[src/core/portd_pkg.sv]
package portd_pkg;

  // Clock rate of the I/O clock, in MHz
  localparam int CLK_MHZ = 40;
  // Shortest pulse that the two-wire input filters pass, in ns
  localparam int SPIKE_NS = 50;
  // Least time rounds up to whole cycles
  localparam int SPIKE_CYC = (SPIKE_NS * CLK_MHZ + 999) / 1000;
  localparam logic [1:0] SPIKE_LIM = 2'(SPIKE_CYC);

  // Register byte addresses, one aligned word each
  localparam logic [7:0] OFS_DATA   = 8'h00;
  localparam logic [7:0] OFS_DIR    = 8'h04;
  localparam logic [7:0] OFS_PIN    = 8'h08;
  localparam logic [7:0] OFS_CTRL   = 8'h0c;
  localparam logic [7:0] OFS_PCMASK = 8'h10;
  localparam logic [7:0] OFS_STAT   = 8'h14;
  localparam logic [7:0] OFS_MASK   = 8'h18;

  // Field positions in the control register
  localparam int CTRL_PULLUP_OFF = 0;
  localparam int CTRL_GROUP3_ON  = 1;

  // Reset value of every byte register
  localparam logic [7:0] RST_BYTE = 8'h00;

  // AXI response codes
  localparam logic [1:0] RESP_OKAY   = 2'h0;
  localparam logic [1:0] RESP_DECERR = 2'h3;

  // Controls arriving from timers, serial ports and interrupt logic
  typedef struct packed {
    logic timer2_match_a_en;
    logic timer2_match_a_out;
    logic timer2_match_b_en;
    logic timer2_match_b_out;
    logic timer1_match_a_en;
    logic timer1_match_a_out;
    logic timer1_match_b_en;
    logic timer1_match_b_out;
    logic serial1_tx_on;
    logic serial1_tx_line;
    logic serial0_tx_on;
    logic serial0_tx_line;
    logic serial1_rx_on;
    logic serial0_rx_on;
    logic ext_irq_zero_on;
    logic ext_irq_one_on;
    logic two_wire_on;
  } periph_ctl_t;

  // Pin levels delivered to the peripherals
  typedef struct packed {
    logic       timer1_capture_in;
    logic       serial0_rx_line;
    logic       serial1_rx_line;
    logic       ext_irq_zero_in;
    logic       ext_irq_one_in;
    logic [7:0] pinchange_src;
    logic [1:0] two_wire_in;
  } periph_in_t;

endpackage

[src/core/portd_override.sv]
// Functional notes
// - Bit 7 drives timer 2 match A output
// - Bit 6 drives timer 2 match B output
// - Bit 5 drives timer 1 match A output
// - Bit 4 drives timer 1 match B output
// - Bit 6 input feeds capture and source 30
// - Upper bits: no pull-up or direction override
// - Pin change keeps input enabled, sources 24-31
// - Serial 1 transmit forces bit 3 output
// - Serial 0 transmit forces bit 1 output
// - Serial 1 receive forces bit 2 input
// - Serial 0 receive forces bit 0 input
// - Receive pull-up follows data bit, global off
// - Bit 3 input kept for interrupt one
// - Bit 2 input kept for interrupt zero
// - Two-wire mode: slew control, spike filters
// - Global pull-up off kills every pull-up
module portd_override
  import portd_pkg::*;
(
  input  wire logic        aclk,
  input  wire logic        aresetn,
  input  wire logic        ce,
  input  wire logic        awvalid,
  output logic             awready,
  input  wire logic [7:0]  awaddr,
  input  wire logic        wvalid,
  output logic             wready,
  input  wire logic [31:0] wdata,
  input  wire logic [3:0]  wstrb,
  output logic             bvalid,
  input  wire logic        bready,
  output logic [1:0]       bresp,
  input  wire logic        arvalid,
  output logic             arready,
  input  wire logic [7:0]  araddr,
  output logic             rvalid,
  input  wire logic        rready,
  output logic [31:0]      rdata,
  output logic [1:0]       rresp,
  input  wire periph_ctl_t ctl,
  output periph_in_t       fin,
  input  wire logic [7:0]  pin_in,
  output logic [7:0]       pin_out,
  output logic [7:0]       pin_oe,
  output logic [7:0]       pin_pullup,
  output logic [1:0]       slew_ctrl,
  output logic             irq
);

  // Write channel states
  typedef enum logic {W_COLLECT, W_RESP} wstate_t;

  // Software registers
  logic [7:0] port_data;          // Output value and pull-up request
  logic [7:0] port_dir;           // One means output
  logic [7:0] pc_mask;            // Pin-change source enables
  logic [7:0] irq_stat;           // Sticky pin-change events
  logic [7:0] irq_mask;           // Interrupt gate, same layout
  logic       global_pullup_off;  // Disables all pull-ups
  logic       pinchange_group3_on; // Group enable for sources

  // Synchronised pin levels
  logic [7:0] pin_sync_q;

  // Override vectors, one bit per pin
  logic [7:0] pullup_override_enable;
  logic [7:0] pullup_value_override;
  logic [7:0] direction_override_enable;
  logic [7:0] direction_override_value;
  logic [7:0] port_value_override_enable;
  logic [7:0] port_value_override_value;
  logic [7:0] input_enable_override_enable;
  logic [7:0] input_enable_override_value;

  // Resolved pin controls
  logic [7:0] eff_pu;
  logic [7:0] eff_dir;
  logic [7:0] eff_val;
  logic [7:0] eff_die;
  logic [7:0] pin_input_to_function; // Gated digital input

  // Pin-change tracking
  logic [7:0] pin_prev;           // Last gated input
  logic [7:0] pc_event;           // One-cycle change pulses

  // Two-wire spike filters
  logic [1:0] filt;               // Filtered levels
  logic [1:0] spike_cnt [2];      // Cycles the input differed

  // Write path
  wstate_t    wst;
  logic       have_aw;            // Address already taken
  logic       have_w;             // Data already taken
  logic [7:0] waddr_q;
  logic [7:0] wbyte_q;
  logic       wlane_q;            // Strobe of the low byte lane
  logic       aw_hit;
  logic       w_hit;
  logic       do_write;
  logic [7:0] wr_addr;
  logic [7:0] wr_byte;
  logic       wr_lane;
  logic       wen_data;
  logic       wen_dir;
  logic       wen_ctrl;
  logic       wen_pcmask;
  logic       wen_stat;
  logic       wen_mask;
  logic [7:0] stat_clr;           // Write-one-to-clear bits

  // Read path
  logic       ar_hit;
  logic [7:0] rd_byte;

  // Picks override value over the register-derived default
  function automatic logic pick(input logic en, input logic val,
                                input logic dflt);
    return en ? val : dflt;
  endfunction

  // Address map check, used by both the read and write paths
  function automatic logic is_mapped(input logic [7:0] a);
    return a == OFS_DATA || a == OFS_DIR || a == OFS_PIN ||
           a == OFS_CTRL || a == OFS_PCMASK || a == OFS_STAT ||
           a == OFS_MASK;
  endfunction

  // Pins come from outside the clock domain
  pin_sync #(.WIDTH(8)) u_sync (
    .aclk    (aclk),
    .aresetn (aresetn),
    .ce      (ce),
    .d       (pin_in),
    .q       (pin_sync_q)
  );

  // Pull-up overrides: only the serial pins on bits 3 to 0
  assign pullup_override_enable = {4'h0, ctl.serial1_tx_on,
                                   ctl.serial1_rx_on, ctl.serial0_tx_on,
                                   ctl.serial0_rx_on};
  // Receivers keep software control of the pull-up
  assign pullup_value_override =
    {5'h00, port_data[2] & ~global_pullup_off, 1'b0,
     port_data[0] & ~global_pullup_off};

  // Direction: transmit forces output, receive forces input
  assign direction_override_enable = pullup_override_enable;
  assign direction_override_value  = 8'h0a;

  // Output value: compare units above, transmit data below
  assign port_value_override_enable =
    {ctl.timer2_match_a_en, ctl.timer2_match_b_en,
     ctl.timer1_match_a_en, ctl.timer1_match_b_en,
     ctl.serial1_tx_on, 1'b0, ctl.serial0_tx_on, 1'b0};
  assign port_value_override_value =
    {ctl.timer2_match_a_out, ctl.timer2_match_b_out,
     ctl.timer1_match_a_out, ctl.timer1_match_b_out,
     ctl.serial1_tx_line, 1'b0, ctl.serial0_tx_line, 1'b0};

  // Input stays enabled for pin change and external interrupts
  assign input_enable_override_enable =
    (pc_mask & {8{pinchange_group3_on}}) |
    {4'h0, ctl.ext_irq_one_on, ctl.ext_irq_zero_on, 2'h0};
  assign input_enable_override_value = 8'hff;

  // Per-pin resolution of every override type
  for (genvar i = 0; i < 8; i++) begin : g_pin
    // Plain port pull-up needs input, data one, global enable
    assign eff_pu[i]  = pick(pullup_override_enable[i],
                             pullup_value_override[i],
                             ~port_dir[i] & port_data[i] &
                             ~global_pullup_off);
    assign eff_dir[i] = pick(direction_override_enable[i],
                             direction_override_value[i], port_dir[i]);
    assign eff_val[i] = pick(port_value_override_enable[i],
                             port_value_override_value[i], port_data[i]);
    // Input is always enabled: default and override value are both one
    assign eff_die[i] = pick(input_enable_override_enable[i],
                             input_enable_override_value[i], 1'b1);
    assign pin_input_to_function[i] = pin_sync_q[i] & eff_die[i];
  end

  // Change detection, qualified by source mask and group enable
  assign pc_event = (pin_input_to_function ^ pin_prev) & pc_mask &
                    {8{pinchange_group3_on}};

  // Pin drivers and peripheral inputs are registered
  always_ff @(posedge aclk) begin
    if (!aresetn) begin
      pin_out    <= '0;
      pin_oe     <= '0;
      pin_pullup <= '0;
      slew_ctrl  <= '0;
      pin_prev   <= '0;
    end else if (ce) begin
      // A compare output only reaches the pad when it is an output
      pin_out    <= eff_val;
      pin_oe     <= eff_dir;
      pin_pullup <= eff_pu;
      slew_ctrl  <= {2{ctl.two_wire_on}};
      pin_prev   <= pin_input_to_function;
    end
  end

  // Route gated inputs to the consuming peripherals
  always_ff @(posedge aclk) begin
    if (!aresetn) begin
      fin <= '0;
    end else if (ce) begin
      fin.timer1_capture_in <= pin_input_to_function[6];
      fin.serial0_rx_line   <= pin_input_to_function[0];
      fin.serial1_rx_line   <= pin_input_to_function[2];
      fin.ext_irq_zero_in   <= pin_input_to_function[2];
      fin.ext_irq_one_in    <= pin_input_to_function[3];
      fin.pinchange_src     <= pin_input_to_function;
      fin.two_wire_in       <= filt;
    end
  end

  // Spike filters on bits 1 and 0 for the two-wire unit
  for (genvar j = 0; j < 2; j++) begin : g_filt
    // A level must hold for the spike time before it passes;
    // this costs one cycle fewer than that of delay on every edge
    always_ff @(posedge aclk) begin
      if (!aresetn) begin
        filt[j]      <= 1'b0;
        spike_cnt[j] <= '0;
      end else if (ce) begin
        if (!ctl.two_wire_on) begin
          // Filter bypassed
          filt[j]      <= pin_sync_q[j];
          spike_cnt[j] <= '0;
        end else if (pin_sync_q[j] == filt[j]) begin
          // Blip ended, forget it
          spike_cnt[j] <= '0;
        end else if (spike_cnt[j] == SPIKE_LIM - 2'h1) begin
          filt[j]      <= pin_sync_q[j];
          spike_cnt[j] <= '0;
        end else begin
          spike_cnt[j] <= spike_cnt[j] + 2'h1;
        end
      end
    end
  end

  // Bus handshakes and decode
  assign awready  = (wst == W_COLLECT) && !have_aw;
  assign wready   = (wst == W_COLLECT) && !have_w;
  assign aw_hit   = awvalid && awready;
  assign w_hit    = wvalid && wready;
  assign do_write = (wst == W_COLLECT) && (have_aw || aw_hit) &&
                    (have_w || w_hit);
  assign wr_addr  = have_aw ? waddr_q : awaddr;
  assign wr_byte  = have_w ? wbyte_q : wdata[7:0];
  assign wr_lane  = have_w ? wlane_q : wstrb[0];
  assign bvalid   = (wst == W_RESP);
  assign arready  = !rvalid;
  assign ar_hit   = arvalid && arready;

  // Register write enables; upper byte lanes hold nothing
  assign wen_data   = do_write && wr_lane && wr_addr == OFS_DATA;
  assign wen_dir    = do_write && wr_lane && wr_addr == OFS_DIR;
  assign wen_ctrl   = do_write && wr_lane && wr_addr == OFS_CTRL;
  assign wen_pcmask = do_write && wr_lane && wr_addr == OFS_PCMASK;
  assign wen_stat   = do_write && wr_lane && wr_addr == OFS_STAT;
  assign wen_mask   = do_write && wr_lane && wr_addr == OFS_MASK;
  assign stat_clr   = wen_stat ? wr_byte : 8'h00;

  // Write channel: address and data in either order
  always_ff @(posedge aclk) begin
    if (!aresetn) begin
      wst     <= W_COLLECT;
      have_aw <= 1'b0;
      have_w  <= 1'b0;
      waddr_q <= '0;
      wbyte_q <= '0;
      wlane_q <= 1'b0;
      bresp   <= RESP_OKAY;
    end else if (ce) begin
      case (wst)
        W_COLLECT: begin
          if (aw_hit) begin
            have_aw <= 1'b1;
            waddr_q <= awaddr;
          end
          if (w_hit) begin
            have_w  <= 1'b1;
            wbyte_q <= wdata[7:0];
            wlane_q <= wstrb[0];
          end
          if (do_write) begin
            wst     <= W_RESP;
            have_aw <= 1'b0;
            have_w  <= 1'b0;
            bresp   <= is_mapped(wr_addr) ? RESP_OKAY : RESP_DECERR;
          end
        end
        W_RESP: begin
          if (bready) begin
            wst <= W_COLLECT;
          end
        end
        default: begin
          wst <= W_COLLECT;
        end
      endcase
    end
  end

  // Software registers
  always_ff @(posedge aclk) begin
    if (!aresetn) begin
      port_data           <= RST_BYTE;
      port_dir            <= RST_BYTE;
      pc_mask             <= RST_BYTE;
      irq_mask            <= RST_BYTE;
      global_pullup_off   <= 1'b0;
      pinchange_group3_on <= 1'b0;
    end else if (ce) begin
      if (wen_data) begin
        port_data <= wr_byte;
      end
      if (wen_dir) begin
        port_dir <= wr_byte;
      end
      if (wen_pcmask) begin
        pc_mask <= wr_byte;
      end
      if (wen_mask) begin
        irq_mask <= wr_byte;
      end
      if (wen_ctrl) begin
        global_pullup_off   <= wr_byte[CTRL_PULLUP_OFF];
        pinchange_group3_on <= wr_byte[CTRL_GROUP3_ON];
      end
    end
  end

  // Sticky events: a new event beats a clear in the same cycle
  always_ff @(posedge aclk) begin
    if (!aresetn) begin
      irq_stat <= RST_BYTE;
    end else if (ce) begin
      irq_stat <= (irq_stat & ~stat_clr) | pc_event;
    end
  end

  // Level interrupt from flip-flops only
  assign irq = |(irq_stat & irq_mask);

  // Read data selection
  assign rd_byte =
    (araddr == OFS_DATA)   ? port_data :
    (araddr == OFS_DIR)    ? port_dir :
    (araddr == OFS_PIN)    ? pin_sync_q :
    (araddr == OFS_CTRL)   ? {6'h00, pinchange_group3_on,
                              global_pullup_off} :
    (araddr == OFS_PCMASK) ? pc_mask :
    (araddr == OFS_STAT)   ? irq_stat :
    (araddr == OFS_MASK)   ? irq_mask : 8'h00;

  // Read channel: one read at a time, data held until taken
  always_ff @(posedge aclk) begin
    if (!aresetn) begin
      rvalid <= 1'b0;
      rdata  <= '0;
      rresp  <= RESP_OKAY;
    end else if (ce) begin
      if (ar_hit) begin
        rvalid <= 1'b1;
        rdata  <= {24'h000000, rd_byte};
        rresp  <= is_mapped(araddr) ? RESP_OKAY : RESP_DECERR;
      end else if (rready) begin
        rvalid <= 1'b0;
      end
    end
  end
endmodule // portd_override

[src/core/pin_sync.sv]
module pin_sync
  import portd_pkg::*;
#(
  parameter int WIDTH = 8
) (
  input  wire logic             aclk,
  input  wire logic             aresetn,
  input  wire logic             ce,
  input  wire logic [WIDTH-1:0] d,
  output logic      [WIDTH-1:0] q
);

  // First stage may go metastable; only the second stage reads it
  logic [WIDTH-1:0] meta;

  // Two-flop synchroniser, frozen with the clock enable
  always_ff @(posedge aclk) begin
    if (!aresetn) begin
      meta <= '0;
      q    <= '0;
    end else if (ce) begin
      meta <= d;
      q    <= meta;
    end
  end

endmodule // pin_sync

[config.mk]
export PLATFORM = sky130hd
export DESIGN_NAME = portd_override
export DESIGN_NICKNAME = d
export VERILOG_FILES = /design/src/core/portd_pkg.sv /design/src/core/portd_override.sv /design/src/core/pin_sync.sv
export SDC_FILE = /design/constraint.sdc
export NUM_CORES = 1
export LEC_CHECK = 0
export BUFFER_PORTS_ARGS = -buffer_cell sky130_fd_sc_hd__buf_4
export CAP_MARGIN = 5
export CORE_UTILIZATION = 45
export DETAILED_ROUTE_END_ITERATION = 10
export PLACE_DENSITY_LB_ADDON = 0.05
export SYNTH_ARGS = -nofsm -noshare
export SYNTH_HDL_FRONTEND = slang
export SYNTH_SLANG_ARGS = --single-unit
[constraint.sdc]
create_clock -name aclk -period 4.1 [get_ports aclk]
set_input_delay 0.615 -clock aclk [delete_from_list [all_inputs] [get_ports aclk]]
set_output_delay 0.615 -clock aclk [all_outputs]
set_load 0.1 [all_outputs]
## Word level (Yosys, flattened, before mapping)

Memory sizes are Yosys's and may differ from the RTL's.
Index checks and enable logic that the tools add are counted.

- Bits in registers: 132
- RAM bits: 4
- Bits of input ports: 85
- Output and inout port bits: 83
- Word-level logic and storage cells: 237
- Memories kept: 1

- $add $sub $neg: 2
- Eq/ne operators: 20
- Mux-type cells: 89
- Bitwise operators: 43
- Reductions and logical operators: 51

Memory list:

| memory | words | bits a word | read ports | clocked after memory_dff | wr ports | RTL line | source |
|---|---|---|---|---|---|---|---|
| spike_cnt | 2 | 2 | 2 | 0 | 2 | portd_override.sv:89 | `logic [1:0] spike_cnt [2];` |

Operators by type and width:

| kind | count |
|---|---|
| two-way mux 8 bit | 10 |
| two-way mux 1 bit | 68 |
| equality test 8 x 5 -> 1 bit (second input constant) | 6 |
| bitwise AND 8 bit | 4 |
| equality test 8 x 4 -> 1 bit (second input constant) | 4 |
| AND reduction 3 bit | 7 |
| two-way mux 2 bit | 10 |
| bitwise AND 1 bit | 18 |
| equality test 8 x 3 -> 1 bit (second input constant) | 2 |
| zero test 8 bit | 2 |
| logical AND 1 bit | 14 |
| logical OR 1 bit | 14 |
| AND reduction 2 bit | 7 |
| NOT 1 bit | 10 |
| NOT 8 bit | 1 |
| bitwise OR 1 bit | 8 |
| bitwise OR 8 bit | 1 |
| OR reduction 8 bit | 1 |
| bitwise XOR 8 bit | 1 |
| nonzero test 2 bit | 3 |
| adder 2 x 1 -> 2 bit (second input constant) | 2 |
| equality test 2 x 1 -> 1 bit (second input constant) | 2 |
| != test 2 x 1 -> 1 bit (second input constant) | 2 |
| != test 2 bit (second input constant) | 2 |
| other kinds (3) | 6 |

## Logic depth before layout (Yosys ltp)

- Word-level depth: 12
- Mapped depth: 6

## Cells and area by module

From an unflattened synthesis, not the netlist that was laid out.

- Cell total of the unflattened synthesis: 643
- Area total of the unflattened synthesis: 6117.1 um^2

By module, submodules not included:

| module | instances | cells an instance | area an instance (um^2) |
|---|---|---|---|
| portd_override | 1 | 592 | 5501.5 |
| pin_sync | 1 | 51 | 615.6 |

## Worst setup path after synthesis

Ideal clock, no wire load.

- Path type: reg-to-output
- Start point: reg wst (netlist: bvalid)
- End point: out awready
- Data arrival time: 2.084 ns
- Slack: 1.401 ns
- Stages on the path, launching flop included: 2
- Path through: dfxtp_1 > nor2_1

- Word-level cells in the longest chain between the ends: 2

RTL lines:

| item | RTL line | source |
|---|---|---|
| start: declaration | portd_override.sv:92 | `wstate_t wst;` |
| start signal: assignment | portd_override.sv:273 | `wst <= W_COLLECT;` |
| start signal: assignment | portd_override.sv:293 | `wst <= W_RESP;` |
| start signal: assignment | portd_override.sv:301 | `wst <= W_COLLECT;` |
| NOT 1 bit (no line) | n/a |  |
| logical AND 1 bit | portd_override.sv:248 | `assign awready = (wst == W_COLLECT) && !have_aw;` |
| end: declaration | portd_override.sv:25 | `output logic awready,` |

Every way passes these cells.

## Worst setup path in the final report

- Start point: reg have_aw
- End point: reg port_data[6]

- Word-level cells in the longest chain between the ends: 9
- Elaborated cells on any way between the ends: 11

RTL lines:

| item | RTL line | source |
|---|---|---|
| start: declaration | portd_override.sv:93 | `logic have_aw;` |
| start signal: assignment | portd_override.sv:274 | `have_aw <= 1'b0;` |
| start signal: assignment | portd_override.sv:284 | `have_aw <= 1'b1;` |
| start signal: assignment | portd_override.sv:294 | `have_aw <= 1'b0;` |
| zero test 1 bit | portd_override.sv:248 |  |
| logical AND 1 bit | portd_override.sv:248 |  |
| logical AND 1 bit | portd_override.sv:250 | `assign aw_hit = awvalid && awready;` |
| logical OR 1 bit | portd_override.sv:252 | `assign do_write = (wst == W_COLLECT) && (have_aw \|\| aw_hit) &&` |
| logical AND 1 bit (2 in a row) | portd_override.sv:252 |  |
| logical AND 1 bit | portd_override.sv:262 | `assign wen_data = do_write && wr_lane && wr_addr == OFS_DATA;` |
| logical AND 1 bit * | portd_override.sv:262 |  |
| AND reduction 2 bit (no line) * | n/a |  |
| end signal: assignment | portd_override.sv:322 | `port_data <= wr_byte;` |
| end: declaration | portd_override.sv:55 | `logic [7:0] port_data;` |

Every way passes the cells marked *; elsewhere a longest branch is shown, timed or not.
A chain may end at the register's enable or synchronous reset.

==> impl_metrics.py <==
metrics = {
    "setup_path": {
        "cp-start-kind": "flop",
        "path_max_fanout": 14,
        "cp.required_ns": 4.43,
        "critical_path_arrival_ns": 2.96,
        "worstSetupPathType": "reg2reg",
        "ff2ff_setup_slack_ns": 1.47,
        "r2r-end": "port_data[6]",
        "ff2ff_path_depth": 4,
        "end_kind": "flop",
        "r2r_start": "have_aw",
    },
    "floorplan": {
        "coreArea_um2": 13300,
        "ioPinCount": 168,
        "start_util": 0.463,
        "rows": 42,
        "die-area_um2": 14200,
        "die_x_um": 119,
        "die_h_um": 119,
    },
    "global_route": {
        "gr-total-overflow": 0,
        "antenna_found_initial": 0,
        "use_met3": 0.0489,
        "grt_pass1_vias": 4648,
        "met1_usage": 0.295,
        "met2_usage": 0.378,
        "grt_pass1_wl_um": 24700,
        "grt_max_degree": 72,
        "grt_use_total": 0.228,
        "top_usage_layer": "met2",
    },
    "cts": {
        "clkTransAtPathRegs_ns": 0.06,
        "holdBufCountCts": 0,
        "post_cts_resized": 0,
        "cts_tree": "yes",
        "cts_buffer_depth": 2,
        "clockRootBuffer": "clkbuf_16",
        "clock_sinks": 130,
        "numCtsBuffers": 17,
        "clock_latency_ns": 0.41,
        "h-tree-depth": 4,
        "post-cts-setup-buffers": 0,
    },
    "final_layout": {
        "layout.nets": 831,
        "regMostFlops": "fin",
        "diodes": 0,
        "multiInputGateArea_um2": 3160,
        "drive_gt1_frac": 0.232,
        "regArea_um2": 2640,
        "largest_reg_flops": 10,
        "nFillCells": 1210,
        "areaGrowthSynthToFinish_pct": 23.0,
    },
    "timing": {
        "skew_ns": 0.00563,
        "fin_crit_sh": 0.641,
        "fin_tns_setup_ns": 0,
        "finalSetupViolations": 0,
        "hold_violations": 0,
        "whs_ns": 0.459,
        "period_needed_ns": 2.63,
        "slew_headroom": 0.377,
        "slew_violations": 0,
        "fmax_mhz": 380,
        "tightest_slew_ns": 0.927,
        "rsz0062_at_grt": "no",
    },
    "min_path": {
        "hp-start": "wbyte_q[2]",
        "hold_class": "reg2reg",
        "hold_end": "wbyte_q[2]",
        "whs_path_depth": 2,
    },
    "routing": {
        "first_pass_iters": 5,
        "drc": 0,
        "wl_per_cell_um": 16.6,
        "drtAntennaViolNets": 0,
        "drtIter0Drc": 320,
        "routed_wl_um": 15400,
        "via_count": 4925,
        "viasPerCell": 5.28,
    },
    "place": {
        "routabilityCongestion": 0.831,
        "dp_hpwl_um": 11000,
        "numPortBuffers": 114,
    },
    "yosys": {
        "synth-simple-area-share": 0.193,
        "ys.flop_type": "dfxtp_1",
        "synth_area_leader_cell": "dfxtp_1",
        "synth_compound_area_frac": 0.122,
        "yosys_warnings": 0,
        "async_flop_share": 0,
        "postSynthCellCount": 653,
        "synth-xor-area-share": 0.0142,
        "synthTopCellsByArea": "dfxtp_1, mux2i_1, nand2_1",
        "yosys.area_share.adder": 0.00405,
        "synthDistinctLibCells": 61,
        "yosysSeqAreaShare": 0.427,
        "synth-seq-cells": 130,
        "syn_area_per_cell_um2": 9.47,
        "synth_top_area_frac": 0.408,
        "synth_area_um2": 6180,
        "muxShareOfSynthArea": 0.163,
        "synth_top_family_by_area": "simple AND/OR/NAND/NOR gates",
        "synth_edf_count": 4,
    },
    "power_and_ir_drop": {
        "p_per_area_nw_per_um2": 445,
        "ir_worst_vdd_uv": 254,
        "leakagePower_nw": 3.41,
        "total_power_mw": 3.39,
    },
    "run": {
        "maxCapViolations": 0,
    },
    "status": {
        "outcome": "finished, final reports clean",
    },
}
==> power by group <==
part	leakage [nW]	switching (mW)	total (mW)	internal [mW]
combinational	2.03	0.347	0.478	0.131
sequential	1.07	0.0274	1.33	1.30
clock	0.311	0.534	1.58	1.05
total	3.41	0.909	3.39	2.48
==> per-stage QoR <==
step                      area [µm²]  setup WS (ns)  std cells   util
final                           7610           1.47        933  0.570
after global routing            7610           1.25        933  0.570
after CTS                       7610           1.43        933  0.570
after detailed placement        6980           1.41        901  0.523
after global placement          6980           1.45        901  0.523
after floorplan                 6270           1.40        676      -
==> synth_stat cells (all sizes together), types with 8 or more instances <==
cell,instances
xor2,8
a211oi,8
nand3,9
nand2b,13
inv,16
nand2,90
dfxtp,126
a21boi,11
mux2i,87
a21oi,13
a221o,12
and3,8
a221oi,8
buf,44
mux2,12
a41oi,8
clkbuf,25
nor2b,42
nor2,34
==> how the worst max path moves through the flow <==
stage	start	endpoint	slack, ns	cells after the start
final	have_aw	port_data[6]	1.47	4
after global routing	have_aw	port_data[5]	1.25	4
after CTS	have_aw	port_data[6]	1.43	4
after detailed placement	ce	pin_pullup[7]	1.41	6
after global placement	ce	pin_pullup[4]	1.45	6
after floorplan	bvalid	awready	1.40	1
==> worst max-delay path, cell delays in order (launching register included) <==
cell	delay [ns]
dfxtp_1	0.63
or3b_1	0.45
a21oi_2	0.62
nand4_2	0.54
mux2i_1	0.31
==> kinds of logic after synthesis <==
logic type	Yosys count
AO/OA/AOI/OAI	95
XOR/XNOR	10
adder cells (fa/ha/maj)	2
buffers and inverters	87
flip-flops	130
multiplexers	99
other	1
AND/OR/NAND/NOR	229
==> layer usage <==
metal,part of all wire,vias up,wire length [µm]
met3,0.052,15,803
li1,-,2422,-
met2,0.49,145,7620
met5,0,-,0
met1,0.44,2343,6840
met4,0.012,0,180
==> layout by cell type (no fill, tap or decap), types with 4 or more instances in the layout <==
cell and n:
a21boi_0 11, clkinv_2 4, a21o_1 6, a22oi_1 5
nor4_1 5, nand2_1 90, xor2_1 8, dfxtp_1 126
inv_1 16, nor2_1 34, conb_1 24, nand3_1 8
a211oi_1 8, mux2_2 12, buf_4 118, a221oi_1 8
edfxtp_1 4, clkbuf_8 6, a21oi_1 12, o21ai_0 6
clkbuf_16 17, nor2b_1 42, o211a_1 7, a221o_1 12
a41oi_1 8, nor3_1 4, and3_1 8, mux2i_1 87
nand2b_1 13
==> final cells by class <==
cell class                 instances  share of cell area
timing repair buffer             118               0.116
inverter                          18             0.00888
multi-input combinational        459               0.415
tap                              176              0.0289
clock inverter                     9              0.0164
sequential                       130               0.347
clock buffer                      23              0.0668
Note: power is estimated with default switching activity, not from simulation.
